==> src/pirqep_pkg.sv <==
// constants for the peripheral interrupt enable and priority block
package pirqep_pkg;
  // ----------------------------------------------------------------
  // register offsets
  // ----------------------------------------------------------------
  localparam logic [3:0] ADDR_ENABLE_ONE = 4'h0;
  localparam logic [3:0] ADDR_ENABLE_TWO = 4'h1;
  localparam logic [3:0] ADDR_ENABLE_THREE = 4'h2;
  localparam logic [3:0] ADDR_PRIORITY_ONE = 4'h3;
  localparam logic [3:0] ADDR_PRIORITY_TWO = 4'h4;
  localparam logic [3:0] ADDR_CONTROL = 4'h5;
  localparam logic [3:0] ADDR_FLAG_ONE = 4'h6;
  localparam logic [3:0] ADDR_FLAG_TWO = 4'h7;
  localparam logic [3:0] ADDR_FLAG_THREE = 4'h8;
  // ----------------------------------------------------------------
  // implemented and writable bit masks
  // ----------------------------------------------------------------
  localparam logic [7:0] MASK_ONE = 8'hFF;
  localparam logic [7:0] MASK_TWO = 8'hCF;
  localparam logic [7:0] MASK_THREE = 8'h31;
  localparam logic [7:0] WRITE_MASK_THREE = 8'h01;
  localparam logic [7:0] MASK_CONTROL = 8'hC0;
  // ----------------------------------------------------------------
  // field positions
  // ----------------------------------------------------------------
  localparam int BIT_PRIORITY_LEVELS_ON = 7;
  localparam int BIT_PERIPHERAL_GROUP_EN = 6;
  // source positions, shared by the enable, priority and flag registers
  localparam int BIT_PARPORT_ACCESS = 7;
  localparam int BIT_CONVERSION_DONE = 6;
  localparam int BIT_SERIAL1_RX = 5;
  localparam int BIT_SERIAL1_TX = 4;
  localparam int BIT_SYNC_SERIAL = 3;
  localparam int BIT_CAPTURE1 = 2;
  localparam int BIT_TIMER2_MATCH = 1;
  localparam int BIT_TIMER1_OVF = 0;
  localparam int BIT_CLOCK_FAIL = 7;
  localparam int BIT_COMPARATOR_CHANGE = 6;
  localparam int BIT_BUS_COLLISION = 3;
  localparam int BIT_VOLTAGE_DETECT = 2;
  localparam int BIT_TIMER3_OVF = 1;
  localparam int BIT_CAPTURE2 = 0;
  localparam int BIT_SERIAL2_RX = 5;
  localparam int BIT_SERIAL2_TX = 4;
  localparam int BIT_CAPTURE3 = 0;
  // ----------------------------------------------------------------
  // reset values
  // ----------------------------------------------------------------
  localparam logic [7:0] RESET_ENABLE = 8'h00;
  localparam logic [7:0] RESET_PRIORITY_ONE = 8'hFF;
  localparam logic [7:0] RESET_PRIORITY_TWO = 8'hCF;
  localparam logic [7:0] RESET_CONTROL = 8'h00;
  localparam logic [7:0] RESET_FLAG = 8'h00;
  // sources of the third group have no priority register; they sit high
  localparam logic [7:0] FIXED_PRIORITY_THREE = 8'h31;
endpackage

==> src/pirqep_core.sv <==
// peripheral interrupt enable, priority and request routing
//
// The implementer's own choices: the address map and strobed register access.
`timescale 1ns/1ns
// Behaviour
// - enable one: eight rw bits, reset zero
// - enable two: bits 5-4 unimplemented, read zero
// - enable three: serial2 read-only zero, capture3 rw
// - enable one passes flag, zero masks it
// - priority one: eight rw bits, reset one
// - priority two: reset one, bits 5-4 zero
// - priority one high request, zero low
// - priority bits matter only with levels on
// - single level needs peripheral group enable
// - flags set regardless of any enable
// - levels-on bit seven of control, reset zero
module pirqep_core (
  // clock and reset
  input wire logic clk_sys,
  input wire logic rst_n,
  // register port
  input wire logic [3:0] regAddr,
  input wire logic [7:0] regWrData,
  input wire logic regWrite,
  input wire logic regRead,
  output logic [7:0] regRdData,
  // peripheral events, one-cycle or level, same clock
  input wire logic [7:0] srcEventOne,
  input wire logic [7:0] srcEventTwo,
  input wire logic [7:0] srcEventThree,
  // requests toward the core
  output logic irqHigh,
  output logic irqLow,
  output logic irqAny
);
  import pirqep_pkg::*;

  // ----------------------------------------------------------------
  // state
  // ----------------------------------------------------------------
  logic [7:0] enableOne, enableTwo, enableThree;
  logic [7:0] priorityOne, priorityTwo, control;
  logic [7:0] flagOne, flagTwo, flagThree;
  logic [7:0] next_enableOne, next_enableTwo, next_enableThree;
  logic [7:0] next_priorityOne, next_priorityTwo, next_control;
  logic [7:0] next_flagOne, next_flagTwo, next_flagThree;
  logic [7:0] next_regRdData;
  logic next_irqHigh, next_irqLow, next_irqAny;
  // one named bit per source, read by the routing below
  logic parportAccessEn;
  logic conversionDoneEn;
  logic serial1RxEn;
  logic serial1TxEn;
  logic syncSerialEn;
  logic capture1En;
  logic timer2MatchEn;
  logic timer1OvfEn;
  logic clockFailEn;
  logic comparatorChangeEn;
  logic busCollisionEn;
  logic voltageDetectEn;
  logic timer3OvfEn;
  logic capture2En;
  logic serial2RxEn;
  logic serial2TxEn;
  logic capture3En;
  logic parportAccessPrio;
  logic conversionDonePrio;
  logic serial1RxPrio;
  logic serial1TxPrio;
  logic syncSerialPrio;
  logic capture1Prio;
  logic timer2MatchPrio;
  logic timer1OvfPrio;
  logic clockFailPrio;
  logic comparatorChangePrio;
  logic busCollisionPrio;
  logic voltageDetectPrio;
  logic timer3OvfPrio;
  logic capture2Prio;
  logic priorityLevelsOn;
  logic peripheralGroupEn;

  // masked write keeps bits outside the mask unchanged
  function automatic logic [7:0] mergeWrite(input logic [7:0] old, input logic [7:0] data,
                                            input logic [7:0] mask);
    mergeWrite = (old & ~mask) | (data & mask);
  endfunction

  // write-one-to-clear with a same-cycle event winning over the clear
  function automatic logic [7:0] stickyFlag(input logic [7:0] old, input logic clr,
                                            input logic [7:0] data, input logic [7:0] ev,
                                            input logic [7:0] mask);
    logic [7:0] cleared;
    cleared = clr ? (old & ~data) : old;
    stickyFlag = (cleared | ev) & mask;
  endfunction

  // strobe aimed at one register index
  function automatic logic hit(input logic strobe, input logic [3:0] addr, input logic [3:0] target);
    hit = strobe && (addr == target);
  endfunction

  // one source: pending only while enabled, then steered by its priority bit
  function automatic logic [1:0] route(input logic flag, input logic en, input logic prio);
    route = {flag & en & prio, flag & en & ~prio};
  endfunction

  // ----------------------------------------------------------------
  // enable, priority and control writes
  // ----------------------------------------------------------------
  always_comb begin
    next_enableOne = enableOne;
    next_enableTwo = enableTwo;
    next_enableThree = enableThree;
    next_priorityOne = priorityOne;
    next_priorityTwo = priorityTwo;
    next_control = control;
    if (regWrite) begin
      case (regAddr)
        ADDR_ENABLE_ONE: begin
          next_enableOne = mergeWrite(enableOne, regWrData, MASK_ONE);
        end
        ADDR_ENABLE_TWO: begin
          next_enableTwo = mergeWrite(enableTwo, regWrData, MASK_TWO);
        end
        ADDR_ENABLE_THREE: begin
          // serial2 enables stay zero: read-only in this group
          next_enableThree = mergeWrite(enableThree, regWrData, WRITE_MASK_THREE);
        end
        ADDR_PRIORITY_ONE: begin
          next_priorityOne = mergeWrite(priorityOne, regWrData, MASK_ONE);
        end
        ADDR_PRIORITY_TWO: begin
          next_priorityTwo = mergeWrite(priorityTwo, regWrData, MASK_TWO);
        end
        ADDR_CONTROL: begin
          next_control = mergeWrite(control, regWrData, MASK_CONTROL);
        end
        default: begin
          next_control = control;
        end
      endcase
    end
  end

  // ----------------------------------------------------------------
  // sticky flags
  // ----------------------------------------------------------------
  always_comb begin
    // flags latch whatever the enables say, so software can poll
    next_flagOne = stickyFlag(flagOne, hit(regWrite, regAddr, ADDR_FLAG_ONE),
                              regWrData, srcEventOne, MASK_ONE);
    next_flagTwo = stickyFlag(flagTwo, hit(regWrite, regAddr, ADDR_FLAG_TWO),
                              regWrData, srcEventTwo, MASK_TWO);
    next_flagThree = stickyFlag(flagThree, hit(regWrite, regAddr, ADDR_FLAG_THREE),
                                regWrData, srcEventThree, MASK_THREE);
  end

  // ----------------------------------------------------------------
  // read data, one cycle after the strobe
  // ----------------------------------------------------------------
  always_comb begin
    next_regRdData = 8'h00;
    if (regRead) begin
      case (regAddr)
        ADDR_ENABLE_ONE: next_regRdData = enableOne;
        ADDR_ENABLE_TWO: next_regRdData = enableTwo & MASK_TWO;
        ADDR_ENABLE_THREE: next_regRdData = enableThree & MASK_THREE;
        ADDR_PRIORITY_ONE: next_regRdData = priorityOne;
        ADDR_PRIORITY_TWO: next_regRdData = priorityTwo & MASK_TWO;
        ADDR_CONTROL: next_regRdData = control & MASK_CONTROL;
        ADDR_FLAG_ONE: next_regRdData = flagOne;
        ADDR_FLAG_TWO: next_regRdData = flagTwo;
        ADDR_FLAG_THREE: next_regRdData = flagThree;
        default: next_regRdData = 8'h00;
      endcase
    end
  end

  // ----------------------------------------------------------------
  // named fields
  // ----------------------------------------------------------------
  always_comb begin
    parportAccessEn = enableOne[BIT_PARPORT_ACCESS];
    conversionDoneEn = enableOne[BIT_CONVERSION_DONE];
    serial1RxEn = enableOne[BIT_SERIAL1_RX];
    serial1TxEn = enableOne[BIT_SERIAL1_TX];
    syncSerialEn = enableOne[BIT_SYNC_SERIAL];
    capture1En = enableOne[BIT_CAPTURE1];
    timer2MatchEn = enableOne[BIT_TIMER2_MATCH];
    timer1OvfEn = enableOne[BIT_TIMER1_OVF];
    clockFailEn = enableTwo[BIT_CLOCK_FAIL];
    comparatorChangeEn = enableTwo[BIT_COMPARATOR_CHANGE];
    busCollisionEn = enableTwo[BIT_BUS_COLLISION];
    voltageDetectEn = enableTwo[BIT_VOLTAGE_DETECT];
    timer3OvfEn = enableTwo[BIT_TIMER3_OVF];
    capture2En = enableTwo[BIT_CAPTURE2];
    serial2RxEn = enableThree[BIT_SERIAL2_RX];
    serial2TxEn = enableThree[BIT_SERIAL2_TX];
    capture3En = enableThree[BIT_CAPTURE3];
    parportAccessPrio = priorityOne[BIT_PARPORT_ACCESS];
    conversionDonePrio = priorityOne[BIT_CONVERSION_DONE];
    serial1RxPrio = priorityOne[BIT_SERIAL1_RX];
    serial1TxPrio = priorityOne[BIT_SERIAL1_TX];
    syncSerialPrio = priorityOne[BIT_SYNC_SERIAL];
    capture1Prio = priorityOne[BIT_CAPTURE1];
    timer2MatchPrio = priorityOne[BIT_TIMER2_MATCH];
    timer1OvfPrio = priorityOne[BIT_TIMER1_OVF];
    clockFailPrio = priorityTwo[BIT_CLOCK_FAIL];
    comparatorChangePrio = priorityTwo[BIT_COMPARATOR_CHANGE];
    busCollisionPrio = priorityTwo[BIT_BUS_COLLISION];
    voltageDetectPrio = priorityTwo[BIT_VOLTAGE_DETECT];
    timer3OvfPrio = priorityTwo[BIT_TIMER3_OVF];
    capture2Prio = priorityTwo[BIT_CAPTURE2];
    priorityLevelsOn = control[BIT_PRIORITY_LEVELS_ON];
    peripheralGroupEn = control[BIT_PERIPHERAL_GROUP_EN];
  end

  // ----------------------------------------------------------------
  // request routing
  // ----------------------------------------------------------------
  logic [1:0] req;
  logic highAny, lowAny;
  always_comb begin
    // group three has no priority register, so its sources use the fixed level
    req = 2'h0;
    req = req | route(flagOne[BIT_PARPORT_ACCESS], parportAccessEn, parportAccessPrio);
    req = req | route(flagOne[BIT_CONVERSION_DONE], conversionDoneEn, conversionDonePrio);
    req = req | route(flagOne[BIT_SERIAL1_RX], serial1RxEn, serial1RxPrio);
    req = req | route(flagOne[BIT_SERIAL1_TX], serial1TxEn, serial1TxPrio);
    req = req | route(flagOne[BIT_SYNC_SERIAL], syncSerialEn, syncSerialPrio);
    req = req | route(flagOne[BIT_CAPTURE1], capture1En, capture1Prio);
    req = req | route(flagOne[BIT_TIMER2_MATCH], timer2MatchEn, timer2MatchPrio);
    req = req | route(flagOne[BIT_TIMER1_OVF], timer1OvfEn, timer1OvfPrio);
    req = req | route(flagTwo[BIT_CLOCK_FAIL], clockFailEn, clockFailPrio);
    req = req | route(flagTwo[BIT_COMPARATOR_CHANGE], comparatorChangeEn, comparatorChangePrio);
    req = req | route(flagTwo[BIT_BUS_COLLISION], busCollisionEn, busCollisionPrio);
    req = req | route(flagTwo[BIT_VOLTAGE_DETECT], voltageDetectEn, voltageDetectPrio);
    req = req | route(flagTwo[BIT_TIMER3_OVF], timer3OvfEn, timer3OvfPrio);
    req = req | route(flagTwo[BIT_CAPTURE2], capture2En, capture2Prio);
    req = req | route(flagThree[BIT_SERIAL2_RX], serial2RxEn, FIXED_PRIORITY_THREE[BIT_SERIAL2_RX]);
    req = req | route(flagThree[BIT_SERIAL2_TX], serial2TxEn, FIXED_PRIORITY_THREE[BIT_SERIAL2_TX]);
    req = req | route(flagThree[BIT_CAPTURE3], capture3En, FIXED_PRIORITY_THREE[BIT_CAPTURE3]);
    highAny = req[1];
    lowAny = req[0];
    if (priorityLevelsOn) begin
      next_irqHigh = highAny;
      next_irqLow = lowAny;
    end else begin
      // single level: priority bits ignored, one merged request
      next_irqHigh = (highAny | lowAny) & peripheralGroupEn;
      next_irqLow = 1'b0;
    end
    next_irqAny = next_irqHigh | next_irqLow;
  end

  // ----------------------------------------------------------------
  // configuration registers
  // ----------------------------------------------------------------
  always_ff @(posedge clk_sys or negedge rst_n) begin
    if (!rst_n) begin
      enableOne <= RESET_ENABLE;
      enableTwo <= RESET_ENABLE;
      enableThree <= RESET_ENABLE;
      priorityOne <= RESET_PRIORITY_ONE;
      priorityTwo <= RESET_PRIORITY_TWO;
      control <= RESET_CONTROL;
    end else begin
      enableOne <= next_enableOne;
      enableTwo <= next_enableTwo;
      enableThree <= next_enableThree;
      priorityOne <= next_priorityOne;
      priorityTwo <= next_priorityTwo;
      control <= next_control;
    end
  end

  // ----------------------------------------------------------------
  // flag registers
  // ----------------------------------------------------------------
  always_ff @(posedge clk_sys or negedge rst_n) begin
    if (!rst_n) begin
      flagOne <= RESET_FLAG;
      flagTwo <= RESET_FLAG;
      flagThree <= RESET_FLAG;
    end else begin
      flagOne <= next_flagOne;
      flagTwo <= next_flagTwo;
      flagThree <= next_flagThree;
    end
  end

  // ----------------------------------------------------------------
  // read data register
  // ----------------------------------------------------------------
  always_ff @(posedge clk_sys or negedge rst_n) begin
    if (!rst_n) begin
      regRdData <= 8'h00;
    end else begin
      regRdData <= next_regRdData;
    end
  end

  // ----------------------------------------------------------------
  // request registers
  // ----------------------------------------------------------------
  // registered so the core never sees a glitch from the and-or tree
  always_ff @(posedge clk_sys or negedge rst_n) begin
    if (!rst_n) begin
      irqHigh <= 1'b0;
      irqLow <= 1'b0;
      irqAny <= 1'b0;
    end else begin
      irqHigh <= next_irqHigh;
      irqLow <= next_irqLow;
      irqAny <= next_irqAny;
    end
  end
endmodule

==> config.mk <==
export PLATFORM = sky130hd
export DESIGN_NAME = pirqep_core
export DESIGN_NICKNAME = d
export VERILOG_FILES = /design/src/pirqep_pkg.sv /design/src/pirqep_core.sv
export SDC_FILE = /design/constraint.sdc
export NUM_CORES = 1
export LEC_CHECK = 0
export BUFFER_PORTS_ARGS = -buffer_cell sky130_fd_sc_hd__buf_2
export CAP_MARGIN = 20
export CORE_MARGIN = 1.5
export CORE_UTILIZATION = 55
export CTS_CLUSTER_SIZE = 12
export DETAILED_ROUTE_END_ITERATION = 16
export PLACE_DENSITY_LB_ADDON = 0.12
export RECOVER_POWER = 50
export SLEW_MARGIN = 20
export SYNTH_ARGS = -nofsm -noshare
export SYNTH_HDL_FRONTEND = slang
export SYNTH_SLANG_ARGS = --single-unit
==> constraint.sdc <==
create_clock -name clk_sys -period 1.35 [get_ports clk_sys]
set_input_delay 0.27 -clock clk_sys [delete_from_list [all_inputs] [get_ports clk_sys]]
set_output_delay 0.27 -clock clk_sys [all_outputs]
set_load 0.1 [all_outputs]
==> flow_results.xml, run 1 <==
<?xml version="1.0" encoding="UTF-8"?>
<metrics>
  <group name="run_status">
    <metric name="outcome" unit="">finished, final reports clean</metric>
  </group>
  <group name="timing">
    <metric name="final-max-slew-violation-count" unit="">0</metric>
    <metric name="finClkSkew" unit="ps">10.64</metric>
    <metric name="achievable-frequency" unit="MHz">747.8</metric>
    <metric name="worst-slew-pin-transition" unit="ps">772.5</metric>
    <metric name="whs" unit="ps">107.6</metric>
    <metric name="period_minus_slack" unit="ps">1337</metric>
    <metric name="grt_setup_unrepaired" unit="">yes</metric>
    <metric name="report.final.hold_viol_count" unit="">0</metric>
    <metric name="final-setup-viol-count" unit="">0</metric>
    <metric name="final.period_utilization" unit="%">99.06</metric>
    <metric name="worst_slew_margin_rel" unit="%">48.50</metric>
  </group>
  <group name="global_routing">
    <metric name="maximum_number_of_pins_on_one_net_before_global_route_repair" unit="">60</metric>
    <metric name="first_global_vias" unit="">2277</metric>
    <metric name="track_usage" unit="%">28.40</metric>
    <metric name="grt_antenna_before_repair" unit="">0</metric>
    <metric name="grt_first_pass_wirelength" unit="um">11340</metric>
    <metric name="grt_overflow_total" unit="">0</metric>
  </group>
  <group name="setup_path">
    <metric name="worstSetupStartpoint" unit="">enableThree[0]$_DFFE_PN0P_</metric>
    <metric name="regToRegStartpoint" unit="">enableThree[0]$_DFFE_PN0P_</metric>
    <metric name="worst-path-buf-inv" unit="">0</metric>
    <metric name="reg2reg_slack" unit="ps">10</metric>
    <metric name="setup.worst_path.class" unit="">reg -&gt; reg</metric>
    <metric name="crit_path_max_cell_delay" unit="ps">480</metric>
    <metric name="cp_cell_sequence" unit="">mux4_2 -&gt; a221oi_2 -&gt; nor2_1</metric>
    <metric name="cp-end-kind" unit="">flip-flop</metric>
    <metric name="crit_family" unit="">multiplexers</metric>
    <metric name="cp_data_required_time" unit="ps">1570</metric>
    <metric name="worst_ep_arrival_time" unit="ps">1550</metric>
    <metric name="worst_path_fanout_max" unit="">3</metric>
    <metric name="critPathLaunchType" unit="">flip-flop</metric>
    <metric name="crit_path_max_delay_cell_type" unit="">mux4_2</metric>
  </group>
  <group name="worst_hold_path">
    <metric name="hold_path_startpoint" unit="">srcEventOne[2]</metric>
    <metric name="min_path_type" unit="">in -&gt; reg</metric>
  </group>
  <group name="placement">
    <metric name="place.port_buffers" unit="">43</metric>
    <metric name="dp_hpwl" unit="um">5091</metric>
    <metric name="postPlaceCellArea" unit="um2">3465</metric>
    <metric name="place.gp.congestion" unit="">0.9205</metric>
  </group>
  <group name="route">
    <metric name="initialDrtViolationCount" unit="">239</metric>
    <metric name="route.antenna.remaining_nets" unit="">0</metric>
    <metric name="detailroute.via_count" unit="">2419</metric>
    <metric name="route.detailed.wl_per_inst" unit="um">16.91</metric>
    <metric name="wirelength" unit="um">7171</metric>
    <metric name="mean_number_of_vias_per_cell" unit="">5.705</metric>
    <metric name="detail_route.first_pass.iterations" unit="">5</metric>
    <metric name="drt_drc_violations_left" unit="">0</metric>
  </group>
  <group name="synthesis">
    <metric name="synth_sequential_area_ratio" unit="%">52.35</metric>
    <metric name="synth_cell_types" unit="">36</metric>
    <metric name="synth_area" unit="um2">2854</metric>
    <metric name="yosys_register_bits" unit="">59</metric>
    <metric name="synth_cells" unit="">261</metric>
    <metric name="synth-warning-count" unit="">0</metric>
    <metric name="dominantRegCellSynth" unit="">dfrtp_1</metric>
    <metric name="synth-edff-count" unit="">0</metric>
    <metric name="syn_area_per_cell" unit="um2">10.93</metric>
    <metric name="syn-num-nets" unit="">301</metric>
    <metric name="ys_async_sr_fraction" unit="%">100.0</metric>
  </group>
  <group name="cells_and_area">
    <metric name="finalInstanceArea" unit="um2">3704</metric>
    <metric name="layout.core_utilization" unit="%">73.45</metric>
    <metric name="mostFrequentLayoutCells" unit="">45 x dfrtp_1, 44 x buf_4, 40 x nand2_1</metric>
    <metric name="antenna_cells_inserted" unit="">0</metric>
    <metric name="final_layout_size_suffix_gt1_share" unit="%">44.63</metric>
    <metric name="syn2layout_area_growth" unit="%">29.77</metric>
    <metric name="layout.cells.most_common" unit="">dfrtp_1</metric>
    <metric name="final_nets" unit="">389</metric>
  </group>
  <group name="floorplanning">
    <metric name="die_area" unit="um2">5630</metric>
    <metric name="core_region_area" unit="um2">5042</metric>
    <metric name="fp-row-count" unit="">26</metric>
    <metric name="num_io_pins" unit="">51</metric>
    <metric name="initial_core_util" unit="%">56.60</metric>
    <metric name="chipWidth" unit="um">75.04</metric>
    <metric name="chip_height" unit="um">75.04</metric>
  </group>
  <group name="cts">
    <metric name="clock-root-buffer" unit="">clkbuf_8</metric>
    <metric name="cts_tree" unit="">yes</metric>
    <metric name="insertion_delay" unit="ps">340</metric>
    <metric name="cts.reportedPaths.clkPinSlew" unit="ps">60</metric>
    <metric name="cts_htree_levels" unit="">3</metric>
    <metric name="cts-root-to-sink-buffers" unit="">2</metric>
    <metric name="clock-sinks" unit="">59</metric>
    <metric name="cts_inserted_buffers" unit="">9</metric>
  </group>
  <group name="pwr">
    <metric name="report.power.total" unit="W">0.005241</metric>
    <metric name="power_density_relative_to_cell_area" unit="nW/um2">1415</metric>
    <metric name="power.static_leakage" unit="nW">1.614</metric>
    <metric name="irDropWorstVdd" unit="uV">926.3</metric>
  </group>
  <group name="run">
    <metric name="max-cap-violations" unit="">0</metric>
  </group>
</metrics>
==> power breakdown <==
part	internal [W]	switching, W	total [W]
sequential	0.00211	0.000249	0.00236
combinational	0.000578	0.000739	0.00132
clock	0.000899	0.000669	0.00157
==> layer usage <==
layer	routed length, um	GRT usage, %	vias to the layer above	share of wire, %
li1	-	-	1136	-
met1	3049	38.99	1151	43
met2	3390	43.26	115	47
met3	569	5.622	17	7.9
met4	161	13.94	0	2.2
met5	0	0	-	0
==> kinds of logic (layout without fill, tap and decap cells) <==
logic type / count (synthesis) / count (layout) / synth area share (%)
buf+inv: 10 / 103 / 1.578
compound gates: 56 / 56 / 13.59
mux: 42 / 42 / 16.75
simple gates: 94 / 94 / 15.74
flops: 59 / 59 / 52.35
==> flip-flops by register name, indices dropped and copies added, names as in the netlist, 2 cells and up <==
register,flops
control,2
enableOne,8
enableTwo,6
flagOne,8
flagThree,3
flagTwo,6
priorityOne,8
priorityTwo,6
regRdData,8
==> timing repair <==
action / CTS / global route
gates resized for setup: 5 / 11
endpoints found under the hold margin: 45 / 0
cloned: 0 / 0
hold buffers: 1 / 0
setup endpoints to repair: 5 / 11
buffers inserted: 0 / 2
==> Yosys cell counts (5+ instances only) <==
cell | number | area share, %
dfstp_2 | 14 | 13
a21o_1 | 17 | 4.5
nand2_1 | 41 | 5.4
and3_1 | 6 | 1.3
mux2i_1 | 5 | 1.8
o22ai_1 | 8 | 1.8
dfrtp_1 | 45 | 39
a22oi_1 | 5 | 1.3
nor3_1 | 5 | 0.88
nor2_1 | 14 | 1.8
buf_2 | 6 | 1.1
nand3_1 | 10 | 1.8
mux2_2 | 36 | 14
a211oi_1 | 5 | 1.3
a21oi_1 | 8 | 1.4
==> final timing paths <==
kind                                       endpoint  cells after the start
hold / removal                 flagOne[2]$_DFF_PN0_                      2
hold reg to reg              flagThree[5]$_DFF_PN0_                      1
setup / recovery             regRdData[0]$_DFF_PN0_                      3
max in group asynchronous  enableOne[3]$_DFFE_PN0P_                      3
setup reg to reg             regRdData[0]$_DFF_PN0_                      3
min in group asynchronous    regRdData[2]$_DFF_PN0_                      3
==> area by class of cell <==
| type | instances | area (um2) |
|---|---|---|
| tap | 70 | 87.58 |
| multi-input combinational | 192 | 1364 |
| timing repair buffer | 86 | 565.5 |
| sequential | 59 | 1494 |
| fill | 342 | 1339 |
| clock inverter | 3 | 40.04 |
| inverter | 1 | 3.754 |
| clock buffer | 13 | 148.9 |
==> stage by stage <==
step / instances / setup slack (ps) / setup TNS [ps]
floorplan: 261 / -13.87 / -111.0
global placement: 405 / -254.9 / -6938
detailed placement: 405 / -278.6 / -8324
CTS: 422 / 1.916 / 0
global route: 424 / -24.59 / -54.23
finish: 424 / 12.70 / 0
No activity file was read; power rests on OpenSTA's default activity.
==> inputs of run 2 (changes only) <==
- CORE_ASPECT_RATIO: unset -> 0.7
- GPL_ROUTABILITY_DRIVEN: unset -> 0
==> run 2 against run 1 <==
Effect of this change: setup slack got worse by 44 ps; highest routed layer unchanged; first-iteration DRC count grew 19%; global-route usage up 2.8 points; sequential cell count did not move; the flow now finishes with violations (setup timing); count of clock-buffer cells in the layout increased by 1; total power grew 0.93%; maximum frequency decreased by 3.2%; sequential power hardly changed.
==> flow_results.xml, run 2 (synthesized netlist as in run 1, its figures left out) <==
<?xml version="1.0" encoding="UTF-8"?>
<metrics>
  <group name="cells_and_area">
    <metric name="syn2layout_area_growth" unit="%">30.69</metric>
    <metric name="mostFrequentLayoutCells" unit="">52 x buf_4, 45 x dfrtp_1, 40 x nand2_1</metric>
    <metric name="antenna_cells_inserted" unit="">0</metric>
    <metric name="layout.cells.most_common" unit="">buf_4</metric>
    <metric name="final_layout_size_suffix_gt1_share" unit="%">44.10</metric>
    <metric name="post_layout_nonfiller_instances" unit="">425</metric>
    <metric name="fillCellCount" unit="">350</metric>
    <metric name="final_nets" unit="">391</metric>
  </group>
  <group name="setup_path">
    <metric name="worst-path-buf-inv" unit="">0</metric>
    <metric name="crit_path_max_delay_cell_type" unit="">mux4_2</metric>
    <metric name="critPathLaunchType" unit="">flip-flop</metric>
    <metric name="crit_path_max_cell_delay" unit="ps">500</metric>
    <metric name="worst_path_fanout_max" unit="">3</metric>
    <metric name="crit_family" unit="">multiplexers</metric>
    <metric name="worst_ep_arrival_time" unit="ps">1610</metric>
    <metric name="cp_data_required_time" unit="ps">1580</metric>
    <metric name="cp-end-kind" unit="">flip-flop</metric>
    <metric name="setup.worst_path.class" unit="">reg -&gt; reg</metric>
    <metric name="cp_cell_sequence" unit="">mux4_2 -&gt; a221oi_2 -&gt; nor2_1</metric>
  </group>
  <group name="cts">
    <metric name="cts_tree" unit="">yes</metric>
    <metric name="cts.reportedPaths.clkPinSlew" unit="ps">60</metric>
    <metric name="clock-sinks" unit="">59</metric>
    <metric name="clock-root-buffer" unit="">clkbuf_8</metric>
    <metric name="cts_inserted_buffers" unit="">9</metric>
    <metric name="insertion_delay" unit="ps">350</metric>
    <metric name="cts_htree_levels" unit="">3</metric>
    <metric name="cts-root-to-sink-buffers" unit="">2</metric>
  </group>
  <group name="timing">
    <metric name="final-setup-viol-count" unit="">1</metric>
    <metric name="report.final.hold_viol_count" unit="">0</metric>
    <metric name="achievable-frequency" unit="MHz">724.1</metric>
    <metric name="tns" unit="ps">-30.97</metric>
    <metric name="worst_slack" unit="ps">-30.97</metric>
    <metric name="worst_slew_margin_rel" unit="%">48.99</metric>
    <metric name="final-max-slew-violation-count" unit="">0</metric>
    <metric name="period_minus_slack" unit="ps">1381</metric>
    <metric name="grt_setup_unrepaired" unit="">yes</metric>
    <metric name="finClkSkew" unit="ps">9.262</metric>
    <metric name="final.period_utilization" unit="%">102.3</metric>
    <metric name="worst-slew-pin-transition" unit="ps">765.2</metric>
  </group>
  <group name="global_routing">
    <metric name="first_global_vias" unit="">2442</metric>
    <metric name="grt_first_pass_wirelength" unit="um">12450</metric>
    <metric name="track_usage" unit="%">31.18</metric>
    <metric name="maximum_number_of_pins_on_one_net_before_global_route_repair" unit="">60</metric>
    <metric name="grt_antenna_before_repair" unit="">0</metric>
    <metric name="grt_overflow_total" unit="">0</metric>
  </group>
  <group name="floorplanning">
    <metric name="core_region_area" unit="um2">4887</metric>
    <metric name="die_area" unit="um2">5637</metric>
    <metric name="chip_height" unit="um">63.27</metric>
    <metric name="initial_core_util" unit="%">58.40</metric>
    <metric name="fp-row-count" unit="">21</metric>
    <metric name="num_io_pins" unit="">51</metric>
    <metric name="chipWidth" unit="um">89.10</metric>
  </group>
  <group name="route">
    <metric name="initialDrtViolationCount" unit="">285</metric>
    <metric name="mean_number_of_vias_per_cell" unit="">5.960</metric>
    <metric name="route.detailed.wl_per_inst" unit="um">18.22</metric>
    <metric name="drt_drc_violations_left" unit="">0</metric>
    <metric name="detail_route.first_pass.iterations" unit="">5</metric>
    <metric name="route.antenna.remaining_nets" unit="">0</metric>
    <metric name="wirelength" unit="um">7742</metric>
    <metric name="detailroute.via_count" unit="">2533</metric>
  </group>
  <group name="run">
    <metric name="max-cap-violations" unit="">0</metric>
  </group>
  <group name="run_status">
    <metric name="outcome" unit="">finished, violations left</metric>
    <metric name="violations" unit="">setup timing</metric>
  </group>
  <group name="pwr">
    <metric name="power_density_relative_to_cell_area" unit="nW/um2">1418</metric>
    <metric name="irDropWorstVdd" unit="uV">905.1</metric>
    <metric name="power.static_leakage" unit="nW">1.628</metric>
  </group>
  <group name="placement">
    <metric name="place.port_buffers" unit="">43</metric>
    <metric name="dp_hpwl" unit="um">5612</metric>
    <metric name="place_inst" unit="">407</metric>
  </group>
  <group name="worst_hold_path">
    <metric name="min_path_type" unit="">in -&gt; reg</metric>
  </group>
</metrics>
## run 2: worst paths after layout
check                                            from                      to  slack, ps  cells past startpoint
hold / removal                         srcEventTwo[6]    flagTwo[6]$_DFF_PN0_         90                      2
setup reg to reg           enableThree[0]$_DFFE_PN0P_  regRdData[0]$_DFF_PN0_        -30                      3
setup / recovery           enableThree[0]$_DFFE_PN0P_  regRdData[0]$_DFF_PN0_        -30                      3
hold reg to reg                flagThree[4]$_DFF_PN0_  flagThree[4]$_DFF_PN0_        500                      1
max in group asynchronous                       rst_n    flagOne[0]$_DFF_PN0_        200                      3
min in group asynchronous                       rst_n        irqLow$_DFF_PN0_        640                      3
## run 2: worst register-to-register path: cells and delay by family (launching register included)
kind | cells | cell delay, ps
mux | 1 | 500
flops | 1 | 430
compound gates | 1 | 260
simple gates | 1 | 70
## run 2: timing repair
item                                   4_1_cts  5_1_grt
setup buffers                                0        1
resized for setup                           13        3
endpoints found under the hold margin       45        0
hold buffers                                 1        0
setup endpoints to repair                   13        4
pin swaps                                    0        1
## run 2: metrics by stage
| stage | utilization [%] | worst slack [ps] | power (W) | hold slack, ps | area (um2) |
|---|---|---|---|---|---|
| 2_1_floorplan | - | -13.87 | 0.003179 | -25.59 | 2882 |
| 4_1_cts | 76.16 | -6.737 | 0.005281 | 78.54 | 3722 |
| 3_5_place_dp | 71.33 | -212.8 | 0.003663 | 292.9 | 3486 |
| 6_report | 76.32 | -30.97 | 0.005290 | 87.61 | 3730 |
| 5_1_grt | 76.32 | -63.93 | 0.005556 | 67.18 | 3730 |
| 3_3_place_gp | 71.33 | -238.2 | 0.003611 | 295.0 | 3486 |
## run 2: cell type report
class | instances | area, um2 | area share [%]
inverters | 1 | 3.754 | 0.1006
well taps | 69 | 86.33 | 2.315
repair buffers | 88 | 591.8 | 15.87
flip-flops and latches | 59 | 1494 | 40.05
multi-input cells | 192 | 1366 | 36.63
clock buffers | 14 | 152.6 | 4.093
clock inverters | 2 | 35.03 | 0.9393
## run 2: routing by layer
layer  GRT usage (%)  wire [um]  vias up
met2           43.42       3367      142
li1                -          -     1142
met4           11.54        165        0
met5               0          0        -
met1           44.64       3509     1228
met3           11.01        700       21
## run 2: power breakdown
group	switching (W)	internal, W
registers	0.000259	0.00211
clock network	0.000671	0.000902
logic	0.000762	0.000589
total	0.00169	0.00360
==> inputs of run 3 (changes only) <==
- CELL_PAD_IN_SITES_DETAIL_PLACEMENT: unset -> 1
- CELL_PAD_IN_SITES_GLOBAL_PLACEMENT: unset -> 2
- CORE_UTILIZATION: 55 -> 36
==> run 3 against run 2 <==
Effect of this change: maximum frequency rose by 0.84%; the flow still finishes with violations (setup timing); hold slack gained 30 ps; sequential power increased by 2%; critical path type is now in -> reg; setup slack improved by 11 ps; sequential cell count unchanged; routed wire length up 25%; clock skew decreased by 3.1 ps.
==> flow_results.xml, run 3 (synthesized netlist as in run 1, its figures left out) <==
<?xml version="1.0" encoding="UTF-8"?>
<metrics>
  <group name="setup_path">
    <metric name="setup.worst_path.class" unit="">in -&gt; reg</metric>
    <metric name="worst_ep_arrival_time" unit="ps">1570</metric>
    <metric name="cp-end-kind" unit="">flip-flop</metric>
    <metric name="worst_path_fanout_max" unit="">9</metric>
    <metric name="timing.reg2reg.worst_path_depth" unit="">5</metric>
    <metric name="critPathLaunchType" unit="">input port</metric>
    <metric name="cp_data_required_time" unit="ps">1550</metric>
  </group>
  <group name="timing">
    <metric name="final.period_utilization" unit="%">101.4</metric>
    <metric name="finClkSkew" unit="ps">6.134</metric>
    <metric name="final-setup-viol-count" unit="">7</metric>
    <metric name="worst-slew-pin-transition" unit="ps">809.6</metric>
    <metric name="worst_slew_margin_rel" unit="%">46.03</metric>
    <metric name="report.final.hold_viol_count" unit="">0</metric>
    <metric name="grt_setup_unrepaired" unit="">yes</metric>
    <metric name="period_minus_slack" unit="ps">1370</metric>
    <metric name="final-max-slew-violation-count" unit="">0</metric>
    <metric name="achievable-frequency" unit="MHz">730.2</metric>
    <metric name="worst_slack" unit="ps">-19.51</metric>
  </group>
  <group name="cells_and_area">
    <metric name="final_layout_size_suffix_gt1_share" unit="%">48.33</metric>
    <metric name="syn2layout_area_growth" unit="%">39.98</metric>
    <metric name="fillCellCount" unit="">832</metric>
    <metric name="post_layout_nonfiller_instances" unit="">458</metric>
    <metric name="layout.cells.most_common" unit="">buf_4</metric>
    <metric name="mostFrequentLayoutCells" unit="">48 x buf_4, 45 x dfrtp_1, 40 x nand2_1</metric>
    <metric name="antenna_cells_inserted" unit="">0</metric>
    <metric name="seq_cell_area" unit="um2">1494</metric>
    <metric name="multi_input_area" unit="um2">1408</metric>
    <metric name="final_nets" unit="">396</metric>
  </group>
  <group name="floorplanning">
    <metric name="chip_height" unit="um">77.50</metric>
    <metric name="num_io_pins" unit="">51</metric>
    <metric name="chipWidth" unit="um">109.4</metric>
    <metric name="initial_core_util" unit="%">38.14</metric>
    <metric name="die_area" unit="um2">8480</metric>
    <metric name="core_region_area" unit="um2">7482</metric>
    <metric name="fp-row-count" unit="">26</metric>
  </group>
  <group name="pwr">
    <metric name="irDropWorstVdd" unit="uV">717.7</metric>
    <metric name="report.power.total" unit="W">0.006217</metric>
    <metric name="power_density_relative_to_cell_area" unit="nW/um2">1556</metric>
    <metric name="power.static_leakage" unit="nW">1.711</metric>
  </group>
  <group name="worst_hold_path">
    <metric name="worst_hold_path.num_cells" unit="">2</metric>
    <metric name="min_path_type" unit="">in -&gt; reg</metric>
  </group>
  <group name="placement">
    <metric name="dp_hpwl" unit="um">6870</metric>
    <metric name="place_inst" unit="">443</metric>
    <metric name="place.port_buffers" unit="">43</metric>
  </group>
  <group name="route">
    <metric name="mean_number_of_vias_per_cell" unit="">5.467</metric>
    <metric name="wirelength" unit="um">9684</metric>
    <metric name="dr_wl_met3" unit="um">509</metric>
    <metric name="detailroute.via_count" unit="">2504</metric>
    <metric name="route.detailed.wl_per_inst" unit="um">21.14</metric>
    <metric name="met2WireLength" unit="um">4298</metric>
    <metric name="top_signal_layer_used" unit="">met4</metric>
    <metric name="detail_route.first_pass.iterations" unit="">5</metric>
    <metric name="route.layer.met1.wl" unit="um">4716</metric>
    <metric name="initialDrtViolationCount" unit="">169</metric>
    <metric name="drt_drc_violations_left" unit="">0</metric>
    <metric name="route.antenna.remaining_nets" unit="">0</metric>
  </group>
  <group name="cts">
    <metric name="cts-root-to-sink-buffers" unit="">2</metric>
    <metric name="cts_tree" unit="">yes</metric>
    <metric name="cts.reportedPaths.clkPinSlew" unit="ps">50</metric>
    <metric name="clock-root-buffer" unit="">clkbuf_16</metric>
    <metric name="clock-sinks" unit="">59</metric>
    <metric name="insertion_delay" unit="ps">320</metric>
    <metric name="cts_htree_levels" unit="">3</metric>
    <metric name="cts_inserted_buffers" unit="">9</metric>
  </group>
  <group name="global_routing">
    <metric name="first_global_vias" unit="">2576</metric>
    <metric name="maximum_number_of_pins_on_one_net_before_global_route_repair" unit="">60</metric>
    <metric name="grt_first_pass_wirelength" unit="um">14920</metric>
    <metric name="grt_antenna_before_repair" unit="">0</metric>
    <metric name="track_usage" unit="%">24.37</metric>
    <metric name="grt_overflow_total" unit="">0</metric>
  </group>
  <group name="run_status">
    <metric name="outcome" unit="">finished, violations left</metric>
    <metric name="violations" unit="">setup timing</metric>
  </group>
  <group name="run">
    <metric name="max-cap-violations" unit="">0</metric>
  </group>
</metrics>
## run 3: cell types whose count changed in the layout (fill, tap and decap cells not counted), sizes merged
cell / change
buf: -1
clkbuf: +5
## run 3: layout make-up
| class | instances | share of cell area (%) |
|---|---|---|
| sequential | 59 | 37.39 |
| tap | 98 | 3.069 |
| multi-input combinational | 192 | 35.23 |
| inverter | 1 | 0.09396 |
| clock inverter | 2 | 0.8769 |
| timing repair buffer | 93 | 16.57 |
| clock buffer | 13 | 6.765 |
## run 3: path summary, 6_finish.rpt
kind | start | end | slack, ps
min | srcEventTwo[2] | flagTwo[2]$_DFF_PN0_ | 120
max | regAddr[0] | enableTwo[3]$_DFFE_PN0P_ | -20
min reg2reg | flagThree[4]$_DFF_PN0_ | flagThree[4]$_DFF_PN0_ | 480
max reg2reg | flagTwo[0]$_DFF_PN0_ | irqAny$_DFF_PN0_ | 0
min in group asynchronous | rst_n | control[6]$_DFFE_PN0P_ | 670
max in group asynchronous | rst_n | flagOne[5]$_DFF_PN0_ | 130
## run 3: what timing repair did
| item | in CTS | in global routing |
|---|---|---|
| pin swaps | 4 | 3 |
| hold endpoints to repair | 45 | 0 |
| hold buffers | 1 | 0 |
| setup buffers | 0 | 0 |
| endpoints found under the setup margin | 11 | 20 |
| gates resized for setup | 7 | 17 |
## run 3: critical path: stages
cell      delay, ps
clkbuf_2        250
nand2_1         120
buf_4           170
nor4_4          210
buf_6           200
mux2_2          350
## run 3: per-layer routing
layer  vias up  global-route usage (%)
li1       1148                       -
met1      1264                   36.31
met2        79                   34.97
met3        13                   5.126
met4         0                   7.792
met5         -                       0
## run 3: power breakdown
part,internal [W],switching [W]
sequential,0.00211,0.000287
combinational,0.000627,0.000826
clock,0.00157,0.000799
total,0.00430,0.00191
## run 3: through the flow
stage	setup TNS, ps	setup WS (ps)	cell area (um2)	hold WS (ps)	utilization [%]
6_report	-41.62	-19.51	3995	117.8	53.39
5_1_grt	-1050	-55.00	3995	108.9	53.39
4_1_cts	-111.9	-47.74	3943	107.4	52.69
3_5_place_dp	-12720	-392.2	3605	299.3	48.18
3_3_place_gp	-11300	-391.6	3605	300.8	48.18
2_1_floorplan	-111.0	-13.87	2882	-25.59	-
